### src/common/line_pd_regs.vh
// register map, field positions and timing constants of the line powerdown controller
`ifndef LINE_PD_REGS_VH
`define LINE_PD_REGS_VH
`define CLK_MHZ          200
// register byte offsets
`define REG_CTRL         4'h0
`define REG_STATUS       4'h4
`define REG_IRQ_STAT     4'h8
`define REG_IRQ_MASK     4'hC
// control fields
`define CTRL_KEEP_AWAKE  0
`define CTRL_SHUTDOWN_N  1
`define CTRL_RST_VAL     2'h2
// status fields
`define ST_POWERED       0
`define ST_LINE_VALID    1
`define ST_TRIPLER       2
`define ST_DOUBLER       3
// event bits
`define EV_SLEEP         0
`define EV_WAKE          1
`define EV_VALID_CHG     2
`define EV_WIDTH         3
// supply code thresholds in millivolts
`define VDBL_MV          12'hB54
`define VTRI_MV          12'h834
// times
`define IDLE_S           30
// 30 s at 200 MHz does not fit 32 bits
`define IDLE_CYC_DEF     36'h165A0BC00
`define WAKE_US          30
`define VALID_US         1
`define INVALID_US       30
`define US_CYC(u)        ((u) * `CLK_MHZ)
// axi responses
`define RESP_OKAY        2'h0
`define RESP_SLVERR      2'h2
`endif

### src/hdl/serial_line_auto_powerdown.v
// dual line transceiver power control with inactivity powerdown and AXI4-Lite registers
//
// Summary of operation
// - supply above 2.9 V: charge pump runs as doubler, third capacitor ignored.
// - supply below 2.1 V: charge pump runs as tripler with three capacitors.
// - each transmit path inverts its logic input while powered.
// - each receive output is inverted line input; high impedance while shutdown is low.
// - receive paths keep working during inactivity powerdown.
// - an open receive line reads low, so its logic output is high.
// - auto powerdown enabled only with keep-awake low and shutdown high.
// - 30 s without any input edge stops pump and floats line outputs.
// - any input edge while asleep restarts pump, outputs and timer.
// - outputs valid 30 us after waking edge, never beyond 150 us.
// - shutdown low powers off both directions regardless of anything else.
// - keep-awake and shutdown high keep everything active, no powerdown.
// - line status high while any receive line is driven, low when all open.
// - inactivity interval lies between 15 s and 60 s, 30 s typical.
// - line status rises about 1 us after drive, falls 30 us after open.
`timescale 1ns/1ps
`default_nettype none
`include "line_pd_regs.vh"
module serial_line_auto_powerdown #(
  parameter integer NCH        = 2,
  parameter [35:0]  IDLE_CYC   = `IDLE_CYC_DEF,
  parameter integer WAKE_CYC   = `US_CYC(`WAKE_US),
  parameter integer VALID_CYC  = `US_CYC(`VALID_US),
  parameter integer INVAL_CYC  = `US_CYC(`INVALID_US)
) (
  // clock and reset
  input  wire            clk,
  input  wire            rst,
  // logic side
  input  wire [NCH-1:0]  txIn,
  output reg  [NCH-1:0]  logic_rx_out,
  output reg  [NCH-1:0]  logicRxOe,
  output reg             lineValid,
  // line side
  output reg  [NCH-1:0]  lineTxOut,
  output reg  [NCH-1:0]  lineTxOe,
  input  wire [NCH-1:0]  line_rx_in,
  input  wire [NCH-1:0]  lineRxDriven,
  // mode pins and supply sense
  input  wire            keep_awake_in,
  input  wire            shutdown_n_in,
  input  wire [11:0]     supplyMv,
  output reg             pumpOn,
  output reg             pumpTripler,
  // interrupt
  output reg             irq,
  // axi4-lite slave
  input  wire [3:0]      s_axi_awaddr,
  input  wire            s_axi_awvalid,
  output reg             s_axi_awready,
  input  wire [31:0]     s_axi_wdata,
  input  wire [3:0]      s_axi_wstrb,
  input  wire            s_axi_wvalid,
  output reg             s_axi_wready,
  output reg  [1:0]      s_axi_bresp,
  output reg             s_axi_bvalid,
  input  wire            s_axi_bready,
  input  wire [3:0]      s_axi_araddr,
  input  wire            s_axi_arvalid,
  output reg             s_axi_arready,
  output reg  [31:0]     s_axi_rdata,
  output reg  [1:0]      s_axi_rresp,
  output reg             s_axi_rvalid,
  input  wire            s_axi_rready
);

  localparam [1:0] ST_OFF   = 2'h0;
  localparam [1:0] ST_WAKE  = 2'h1;
  localparam [1:0] ST_ON    = 2'h2;
  localparam [1:0] ST_SLEEP = 2'h3;

  reg  [1:0]            state_r;
  reg  [1:0]            state_nxt;
  reg  [35:0]           idleCnt_r;
  reg  [31:0]           wakeCnt_r;
  reg  [31:0]           validCnt_r;
  reg  [NCH-1:0]        txPrev_r;
  reg  [NCH-1:0]        rxPrev_r;
  reg  [1:0]            ctrl_r;
  reg  [`EV_WIDTH-1:0]  evStat_r;
  reg  [`EV_WIDTH-1:0]  evMask_r;
  reg  [`EV_WIDTH-1:0]  evSet;
  reg  [3:0]            awAddr_r;
  reg  [31:0]           wData_r;
  reg                   awHave_r;
  reg                   wHave_r;
  reg                   wStrb0_r;

  // pin and register controls combine: either may force shutdown or keep-awake
  wire keepAwake = keep_awake_in | ctrl_r[`CTRL_KEEP_AWAKE];
  wire shutN     = shutdown_n_in & ctrl_r[`CTRL_SHUTDOWN_N];
  wire autoEn    = ~keepAwake & shutN;
  wire anyEdge   = |((txIn ^ txPrev_r) | (line_rx_in ^ rxPrev_r));
  wire anyDriven = |lineRxDriven;

  always @(posedge clk or posedge rst) begin
    if (rst) begin
      txPrev_r <= {NCH{1'b0}};
      rxPrev_r <= {NCH{1'b0}};
    end else begin
      txPrev_r <= txIn;
      rxPrev_r <= line_rx_in;
    end
  end

  // inactivity counter
  // 36 bits wide: the default interval overflows a 32-bit count
  always @(posedge clk or posedge rst) begin
    if (rst)
      idleCnt_r <= 36'h0;
    else if (!autoEn || anyEdge || state_r != ST_ON)
      idleCnt_r <= 36'h0;
    else if (idleCnt_r < IDLE_CYC)
      idleCnt_r <= idleCnt_r + 36'h1;
  end

  always @* begin
    state_nxt = state_r;
    case (state_r)
      ST_OFF:   if (shutN) state_nxt = ST_WAKE;
      ST_WAKE:  if (wakeCnt_r >= WAKE_CYC - 1) state_nxt = ST_ON;
      ST_ON:    if (autoEn && idleCnt_r >= IDLE_CYC - 1 && !anyEdge) state_nxt = ST_SLEEP;
      ST_SLEEP: if (anyEdge || !autoEn) state_nxt = ST_WAKE;
      default:  state_nxt = ST_OFF;
    endcase
    if (!shutN)
      state_nxt = ST_OFF;
  end

  always @(posedge clk or posedge rst) begin
    if (rst) begin
      state_r   <= ST_OFF;
      wakeCnt_r <= 32'h0;
    end else begin
      state_r   <= state_nxt;
      wakeCnt_r <= (state_r == ST_WAKE) ? wakeCnt_r + 32'h1 : 32'h0;
    end
  end

  // line status filter: short rise, long fall so brief gaps do not report open
  always @(posedge clk or posedge rst) begin
    if (rst) begin
      validCnt_r <= 32'h0;
      lineValid  <= 1'b0;
    end else if (anyDriven == lineValid) begin
      validCnt_r <= 32'h0;
    end else if (validCnt_r >= (anyDriven ? VALID_CYC : INVAL_CYC) - 1) begin
      validCnt_r <= 32'h0;
      lineValid  <= anyDriven;
    end else begin
      validCnt_r <= validCnt_r + 32'h1;
    end
  end

  // per-channel data paths
  genvar ch;
  generate
    for (ch = 0; ch < NCH; ch = ch + 1) begin : g_chan
      always @(posedge clk or posedge rst) begin
        if (rst) begin
          lineTxOut[ch]    <= 1'b0;
          lineTxOe[ch]     <= 1'b0;
          logic_rx_out[ch] <= 1'b0;
          logicRxOe[ch]    <= 1'b0;
        end else begin
          lineTxOut[ch]    <= ~txIn[ch];
          lineTxOe[ch]     <= (state_nxt == ST_ON);
          // undriven line is pulled low and so reads as logic high
          logic_rx_out[ch] <= ~(line_rx_in[ch] & lineRxDriven[ch]);
          // receive side ignores sleep, only shutdown disables it
          logicRxOe[ch]    <= shutN;
        end
      end
    end
  endgenerate

  // charge pump control
  always @(posedge clk or posedge rst) begin
    if (rst) begin
      pumpOn      <= 1'b0;
      pumpTripler <= 1'b0;
    end else begin
      pumpOn      <= (state_nxt == ST_WAKE) || (state_nxt == ST_ON);
      // between thresholds the previous mode holds as hysteresis
      if (supplyMv > `VDBL_MV)
        pumpTripler <= 1'b0;
      else if (supplyMv < `VTRI_MV)
        pumpTripler <= 1'b1;
    end
  end

  // events
  always @* begin
    evSet = {`EV_WIDTH{1'b0}};
    evSet[`EV_SLEEP]     = (state_r == ST_ON) && (state_nxt == ST_SLEEP);
    evSet[`EV_WAKE]      = (state_r == ST_SLEEP) && (state_nxt == ST_WAKE);
    evSet[`EV_VALID_CHG] = (anyDriven != lineValid) &&
                           (validCnt_r >= (anyDriven ? VALID_CYC : INVAL_CYC) - 1);
  end

  // the write lands one cycle after both halves are held, never while a response waits
  wire wrFire = awHave_r && wHave_r && !s_axi_bvalid;
  wire [`EV_WIDTH-1:0] w1c = (wrFire && awAddr_r == `REG_IRQ_STAT && wStrb0_r) ?
                             wData_r[`EV_WIDTH-1:0] : {`EV_WIDTH{1'b0}};

  always @(posedge clk or posedge rst) begin
    if (rst) begin
      evStat_r <= {`EV_WIDTH{1'b0}};
      irq      <= 1'b0;
    end else begin
      // a new event wins over a simultaneous clear
      evStat_r <= (evStat_r & ~w1c) | evSet;
      irq      <= |(((evStat_r & ~w1c) | evSet) & evMask_r);
    end
  end

  // axi4-lite write: address and data may arrive in either order
  always @(posedge clk or posedge rst) begin
    if (rst) begin
      awHave_r      <= 1'b0;
      wHave_r       <= 1'b0;
      awAddr_r      <= 4'h0;
      wData_r       <= 32'h0;
      wStrb0_r      <= 1'b0;
      s_axi_awready <= 1'b0;
      s_axi_wready  <= 1'b0;
      s_axi_bvalid  <= 1'b0;
      s_axi_bresp   <= `RESP_OKAY;
      ctrl_r        <= `CTRL_RST_VAL;
      evMask_r      <= {`EV_WIDTH{1'b0}};
    end else begin
      s_axi_awready <= !awHave_r && !s_axi_awready && !s_axi_bvalid;
      s_axi_wready  <= !wHave_r && !s_axi_wready && !s_axi_bvalid;
      if (s_axi_awvalid && s_axi_awready) begin
        awHave_r <= 1'b1;
        awAddr_r <= s_axi_awaddr;
      end
      if (s_axi_wvalid && s_axi_wready) begin
        wHave_r <= 1'b1;
        wData_r <= s_axi_wdata;
        // strobe kept with the data: the master may change it once wvalid is taken
        wStrb0_r <= s_axi_wstrb[0];
      end
      if (wrFire) begin
        awHave_r     <= 1'b0;
        wHave_r      <= 1'b0;
        s_axi_bvalid <= 1'b1;
        s_axi_bresp  <= `RESP_OKAY;
        case (awAddr_r)
          `REG_CTRL:     if (wStrb0_r) ctrl_r <= wData_r[1:0];
          `REG_IRQ_MASK: if (wStrb0_r) evMask_r <= wData_r[`EV_WIDTH-1:0];
          `REG_IRQ_STAT: ;
          `REG_STATUS:   ;
          default:       s_axi_bresp <= `RESP_SLVERR;
        endcase
      end else if (s_axi_bvalid && s_axi_bready) begin
        s_axi_bvalid <= 1'b0;
      end
    end
  end

  // axi4-lite read
  always @(posedge clk or posedge rst) begin
    if (rst) begin
      s_axi_arready <= 1'b0;
      s_axi_rvalid  <= 1'b0;
      s_axi_rdata   <= 32'h0;
      s_axi_rresp   <= `RESP_OKAY;
    end else begin
      s_axi_arready <= !s_axi_arready && !s_axi_rvalid && !s_axi_arvalid ? 1'b0 :
                       (!s_axi_arready && !s_axi_rvalid);
      if (s_axi_arvalid && s_axi_arready) begin
        s_axi_rvalid <= 1'b1;
        s_axi_rresp  <= `RESP_OKAY;
        s_axi_rdata  <= 32'h0;
        case (s_axi_araddr)
          `REG_CTRL:     s_axi_rdata[1:0] <= ctrl_r;
          `REG_STATUS: begin
            s_axi_rdata[`ST_POWERED]    <= lineTxOe[0];
            s_axi_rdata[`ST_LINE_VALID] <= lineValid;
            s_axi_rdata[`ST_TRIPLER]    <= pumpTripler;
            s_axi_rdata[`ST_DOUBLER]    <= ~pumpTripler;
          end
          `REG_IRQ_STAT: s_axi_rdata[`EV_WIDTH-1:0] <= evStat_r;
          `REG_IRQ_MASK: s_axi_rdata[`EV_WIDTH-1:0] <= evMask_r;
          default:       s_axi_rresp <= `RESP_SLVERR;
        endcase
      end else if (s_axi_rvalid && s_axi_rready) begin
        s_axi_rvalid <= 1'b0;
      end
    end
  end

endmodule // serial_line_auto_powerdown
`default_nettype wire

### config.mk
export PLATFORM = sky130hd
export DESIGN_NAME = serial_line_auto_powerdown
export DESIGN_NICKNAME = d
export VERILOG_FILES = /design/src/hdl/serial_line_auto_powerdown.v
export VERILOG_INCLUDE_DIRS = /design/src /design/src/common
export SDC_FILE = /design/constraint.sdc
export NUM_CORES = 1
export LEC_CHECK = 0
export BUFFER_PORTS_ARGS = -buffer_cell sky130_fd_sc_hd__buf_4
export CORE_UTILIZATION = 45
export CTS_CLUSTER_SIZE = 14
export DETAILED_ROUTE_END_ITERATION = 10
export PLACE_DENSITY = 0.74
export REMOVE_ABC_BUFFERS = 1
export SYNTH_ARGS = -nofsm -noshare
export SYNTH_HDL_FRONTEND = slang
export SYNTH_SLANG_ARGS = --single-unit
export TNS_END_PERCENT = 100
### constraint.sdc
create_clock -name clk -period 4.46 [get_ports clk]
set_input_delay 0.446 -clock clk [delete_from_list [all_inputs] [get_ports clk]]
set_output_delay 0.446 -clock clk [all_outputs]
set_load 0.01 [all_outputs]
Word level (Yosys, flattened, before mapping) --
Cells that the tools add are included.
Word-level totals: register bits after elaboration 147, bits of input ports 71, output and inout bits 53, word-level logic and storage cells 154
Operators by class: add/subtract/negate cells 4, $lt $le $gt $ge 6, equality and inequality tests 15, mux-type cells 28, bitwise logic cells 19, reductions and logical operators 50
Operators with widths (count):
- two-way mux 32 bit | 3
- two-way mux 36 bit | 2
- adder 32 x 1 -> 32 bit, second input constant | 2
- adder 36 x 1 -> 36 bit, second input constant | 1
- greater-or-equal comparator 36 x 33 -> 1 bit, second input constant | 1
- < comparator 36 x 33 -> 1 bit, second input constant | 1
- greater-or-equal comparator 32 x 13 -> 1 bit, second input constant | 1
- greater-or-equal comparator 32 bit | 1
- logical AND 1 bit | 20
- equality test 4 bit, second input constant | 4
- case mux 2 bit (4 select lines) | 2
- subtractor 13 x 1 -> 14 bit, second input constant | 1
- two-way mux 13 bit | 1
- > comparator 12 bit, second input constant | 1
- < comparator 12 bit, second input constant | 1
- two-way mux 1 bit | 12
- two-way mux 2 bit | 6
- nonzero test 2 bit | 6
- zero test 1 bit | 10
- equality test 2 bit, second input constant | 4
- equality test 4 x 3 -> 1 bit, second input constant | 2
- zero test 4 bit | 2
- OR reduction 4 bit | 2
- NOT 1 bit | 7
- other kinds (19) | 29

Depth between registers and ports, before layout --
depth in word-level cells 13, mapped depth 11, mapped depth without buffers 11

Least setup slack after synthesis --
OpenSTA, ideal clock, no wires.
path type in2reg, start input lineRxDriven[1], end register validCnt_r[10], library setup time 0.071 ns, arrival time 2.601 ns, required time 4.389 ns, slack 1.788 ns, stages 10, buffers on the path 2, path through or2_2 > ha_1 > a311o_1 > a211oi_1 > o31ai_1 > a211o_1 > or2_1 > clkbuf_1 > buf_2 > nor2_1
On the way: cells in the longest elaborated chain, start to end 6, elaborated cells between the ends (all ways) 7, classes of those cells 1 x add/sub; 1 x order compare; 1 x eq/ne; 3 x mux; 1 x reduce/logical
RTL lines:
- start: declaration | RTL line serial_line_auto_powerdown.v:41 | input wire [NCH-1:0] lineRxDriven,
- OR reduction 2 bit (*) | RTL line serial_line_auto_powerdown.v:97 | wire anyDriven = |lineRxDriven;
- two-way mux 13 bit | RTL line serial_line_auto_powerdown.v:150 | end else if (validCnt_r >= (anyDriven ? VALID_CYC : INVAL_CYC) - 1) begin
- subtractor 13 x 1 -> 14 bit | RTL line serial_line_auto_powerdown.v:150
- greater-or-equal comparator 32 bit | RTL line serial_line_auto_powerdown.v:150
- two-way mux 32 bit | RTL line serial_line_auto_powerdown.v:150
- two-way mux 32 bit (*) | RTL line serial_line_auto_powerdown.v:148 | end else if (anyDriven == lineValid) begin
- end signal: assignment | RTL line serial_line_auto_powerdown.v:154 | validCnt_r <= validCnt_r + 32'h1;
- end: declaration | RTL line serial_line_auto_powerdown.v:79 | reg [31:0] validCnt_r;
Mark *: on every way between the ends. The rest lies on a longest branch, timed or not. A chain may end at the register's enable or synchronous reset.

Worst setup path in the final report --
start register idleCnt_r[16], end register irq
On the way: cells in the longest elaborated chain, start to end 11, elaborated cells between the ends (all ways) 13, classes of those cells 1 x order compare; 2 x eq/ne; 3 x mux; 2 x bitwise; 5 x reduce/logical
RTL lines:
- start: declaration | RTL line serial_line_auto_powerdown.v:77 | reg [35:0] idleCnt_r;
- start signal: assignment | RTL line serial_line_auto_powerdown.v:117 | idleCnt_r <= idleCnt_r + 36'h1;
- greater-or-equal comparator 36 x 33 -> 1 bit (*) | RTL line serial_line_auto_powerdown.v:125 | ST_ON: if (autoEn && idleCnt_r >= IDLE_CYC - 1 && !anyEdge) state_nxt = ST_SLEEP;
- logical AND 1 bit (*) (2 in series) | RTL line serial_line_auto_powerdown.v:125
- two-way mux 2 bit (*) | RTL line serial_line_auto_powerdown.v:125
- case mux 2 bit (4 select lines) (*) | RTL line serial_line_auto_powerdown.v:122 | case (state_r)
- two-way mux 2 bit (*) | RTL line serial_line_auto_powerdown.v:129 | if (!shutN)
- named net state_nxt[0] | RTL line serial_line_auto_powerdown.v:76 | reg [1:0] state_nxt;
- equality test 2 bit or equality test 2 x 1 -> 1 bit (tied branches) | RTL line serial_line_auto_powerdown.v:198, serial_line_auto_powerdown.v:199
- logical AND 1 bit (on tied branches) | RTL line serial_line_auto_powerdown.v:198, serial_line_auto_powerdown.v:199
- OR 3 bit (*) | RTL line serial_line_auto_powerdown.v:216 | irq <= |(((evStat_r & ~w1c) | evSet) & evMask_r);
- AND 3 bit (*) | RTL line serial_line_auto_powerdown.v:216
- OR reduction 3 bit (*) | RTL line serial_line_auto_powerdown.v:216
- end signal: assignment | RTL line serial_line_auto_powerdown.v:216
- end: declaration | RTL line serial_line_auto_powerdown.v:49 | output reg irq,
The timed path passes the listed nets; every way through them passes the cells marked *.

==> results.cfg <==
[placed_design]
placement.io_buffers = 61
routabilityCongestion = 0.8024
hpwl_um = 8884

[synthesis]
synth_xor_area_frac = 0.09031
synth-adder-area-share = 0.02362
synthTopCellsByCount = 144 x dfrtp_1, 92 x nor2_1, 42 x nand2_1
synth_area_leader_cell = dfrtp_1
synth_seq_cells = 145
synthTopCellsByArea = dfrtp_1 52%, xnor2_1 5.1%, nor2_1 5.0%, xor2_1 3.9%, buf_4 3.5%
synth_top_cell_area_share = 0.5234
synth.avg_cell_area_um2 = 10.40
synth_cell_type_count = 53
synthFlopType = dfrtp_1
yosys_warnings = 0
syn_area_um2 = 6885
seq_area_frac_synth = 0.5272
yosysMostFrequentCell = dfrtp_1
synth_top_family_by_area = simple AND/OR/NAND/NOR gates
syn_inst = 662
yosys.area_share.simple = 0.2126
synth_compound_area_frac = 0.06215
synth_edf_count = 0
async_flop_share = 1.000
synthMuxAreaShare = 0.03089

[detailed_routing]
drc = 0
viasPerCell = 5.192
firstDrtPassIters = 4
ant_nets = 0
routed_wl_um = 13040
vias = 4886
wl_per_cell_um = 13.86
drt_iter0_drc = 291

[floorplan]
core-area_um2 = 14750
dieWidth_um = 125.7
io_pins = 124
die_area_um2 = 15800
die_h_um = 125.7
start_util = 0.4667
placement_rows = 44

[timing]
slew_violations = 0
hold_viol = 0
rsz0062_at_grt = false
finalSetupTns_ns = 0
max_freq_mhz = 343.0
setup_viol = 0
worstMarginPinSlew_ns = 1.153
fin_worst_skew_ns = 0.008254
finalCritPeriodShare = 0.6537
layout_min_cycle_time_ns = 2.916
slew-limit-headroom = 0.2312

[setup_path]
crit_type = reg -> reg
critPathLaunchType = flop
worstPathRequired_ns = 4.77
crit_fanout = 16
r2r_cells = 11
r2r-start = idleCnt_r[16]
startpoint = idleCnt_r[16]
end_kind = flop
worstReg2RegEnd = irq
arrival_ns = 3.23
rrSetupSlack_ns = 1.54

[finish]
final_layout_size_suffix_gt1_frac = 0.1559
nFillCells = 1295
finish.utilization = 0.5483
diodes = 0
nets = 831
areaGrowthSynthToFinish_pct = 17.48

[clock_tree]
htree_levels = 4
hold_buffers = 0
post_cts_resized = 0
clock_sinks = 145
ctsRootBufferMaster = clkbuf_16
clk_latency_ns = 0.42
cts_setup_buffers = 0
clkTransAtPathRegs_ns = 0.06
cts_tree = built
numCtsBuffers = 17
clk_path_buf_depth = 2

[pwr]
peakVddDrop_uv = 311.8
p_leak_nw = 3.558
p_per_area_nw_per_um2 = 404.7

[outcome]
status = finished, final reports clean

[grt]
overflow = 0
grt_first_pass_wirelength_um = 22960
grt_start_max_net_pins = 115
grt_usage = 0.1817
grt_pass1_vias = 4842
grt_antenna_before_repair = 0

[run]
drv_cap = 0

[min_path]
hp-start = line_rx_in[0]
worstHoldPathCells = 1
worst_hold_path_type = in -> reg
min_to = rxPrev_r[0]
[cell usage in the layout, fill, tap and decap left out, types with 4 or more instances in the layout]
cell,netlist,final
ha_1,13,13
nor2b_1,4,4
and4_1,5,5
nor3_1,19,19
mux2_2,14,14
a21oi_1,18,18
o21ai_0,15,14
inv_1,18,17
nand4_1,17,17
a22o_1,6,6
xor2_1,31,31
and3_1,17,17
xnor2_1,40,40
conb_1,1,48
nor3b_1,4,4
or3_1,9,9
dfrtp_1,144,144
nand2_1,42,42
nor4b_1,4,4
nor4_1,21,21
clkbuf_16,0,17
buf_4,32,65
nand3_1,33,33
nor2_1,92,92
a21o_1,4,4
[flip-flops by register name, summed over array words and instances (netlist names), 3 cells and up]
| register | flops |
|---|---|
| validCnt_r | 32 |
| awAddr_r | 4 |
| s_axi_rdata | 4 |
| evStat_r | 3 |
| evMask_r | 3 |
| idleCnt_r | 36 |
| wakeCnt_r | 32 |
| wData_r | 3 |
[layout make-up]
class	count	area (µm²)	area share
Clock buffer	20	466.7	0.05770
Clock inverter	9	132.6	0.01640
Inverter	18	72.57	0.008971
Multi-Input combinational cell	500	3069	0.3794
Sequential cell	145	3630	0.4487
Tap cell	184	230.2	0.02846
Timing Repair Buffer	65	488.0	0.06032
[cells by family (layout without fill, tap and decap cells)]
kind of cell,after synthesis,after routing
DFF,145,145
buffers and inverters,64,112
other,1,48
muxes,17,17
xor gates and xnor gates,71,71
AOI/OAI and AO/OA,64,64
adders and majority gates,13,13
and+or+nand+nor,287,287
[where the power goes]
group	internal [mW]	switching, mW	leakage (nW)
Clock	0.914	0.522	0.290
Combinational	0.158	0.169	1.36
Sequential	1.42	0.0860	1.91
Total	2.50	0.777	3.56
[metal layers]
metal / vias up / global-route usage / wire (µm)
met5: - / 0 / 0
met3: 14 / 0.04970 / 467
met4: 0 / 0.06671 / 181
met2: 90 / 0.2837 / 6229
met1: 2374 / 0.2432 / 6165
li1: 2408 / - / -
[through the flow]
stage	hold WS, ns	worst slack, ns	total power [mW]	cells	cell area [µm²]
finish	0.1545	1.544	3.274	941	8089
global route	0.1442	1.391	3.420	941	8089
CTS	0.1471	1.514	3.302	941	8089
detailed placement	0.4739	1.502	1.863	912	7490
global placement	0.4571	1.537	1.851	912	7490
floorplan	0.4519	0.1210	1.711	663	6766
[critical path, cell delays in order (launching register included)]
cell and delay [ns]:
dfrtp_1 0.44, nor4_2 0.32, o211a_1 0.25, o31ai_2 0.08, buf_4 0.20, or2_1 0.30
o21bai_1 0.22, a21oi_1 0.14, ha_1 0.21, a32o_1 0.27, a22o_1 0.23, a21o_1 0.15
[how the worst max path moves through the flow]
stage	end
after detailed placement	validCnt_r[11]
after global placement	validCnt_r[9]
after floorplan	awAddr_r[0]
after CTS	irq
final	irq
after global routing	irq
(Power assumes the default switching activity.)
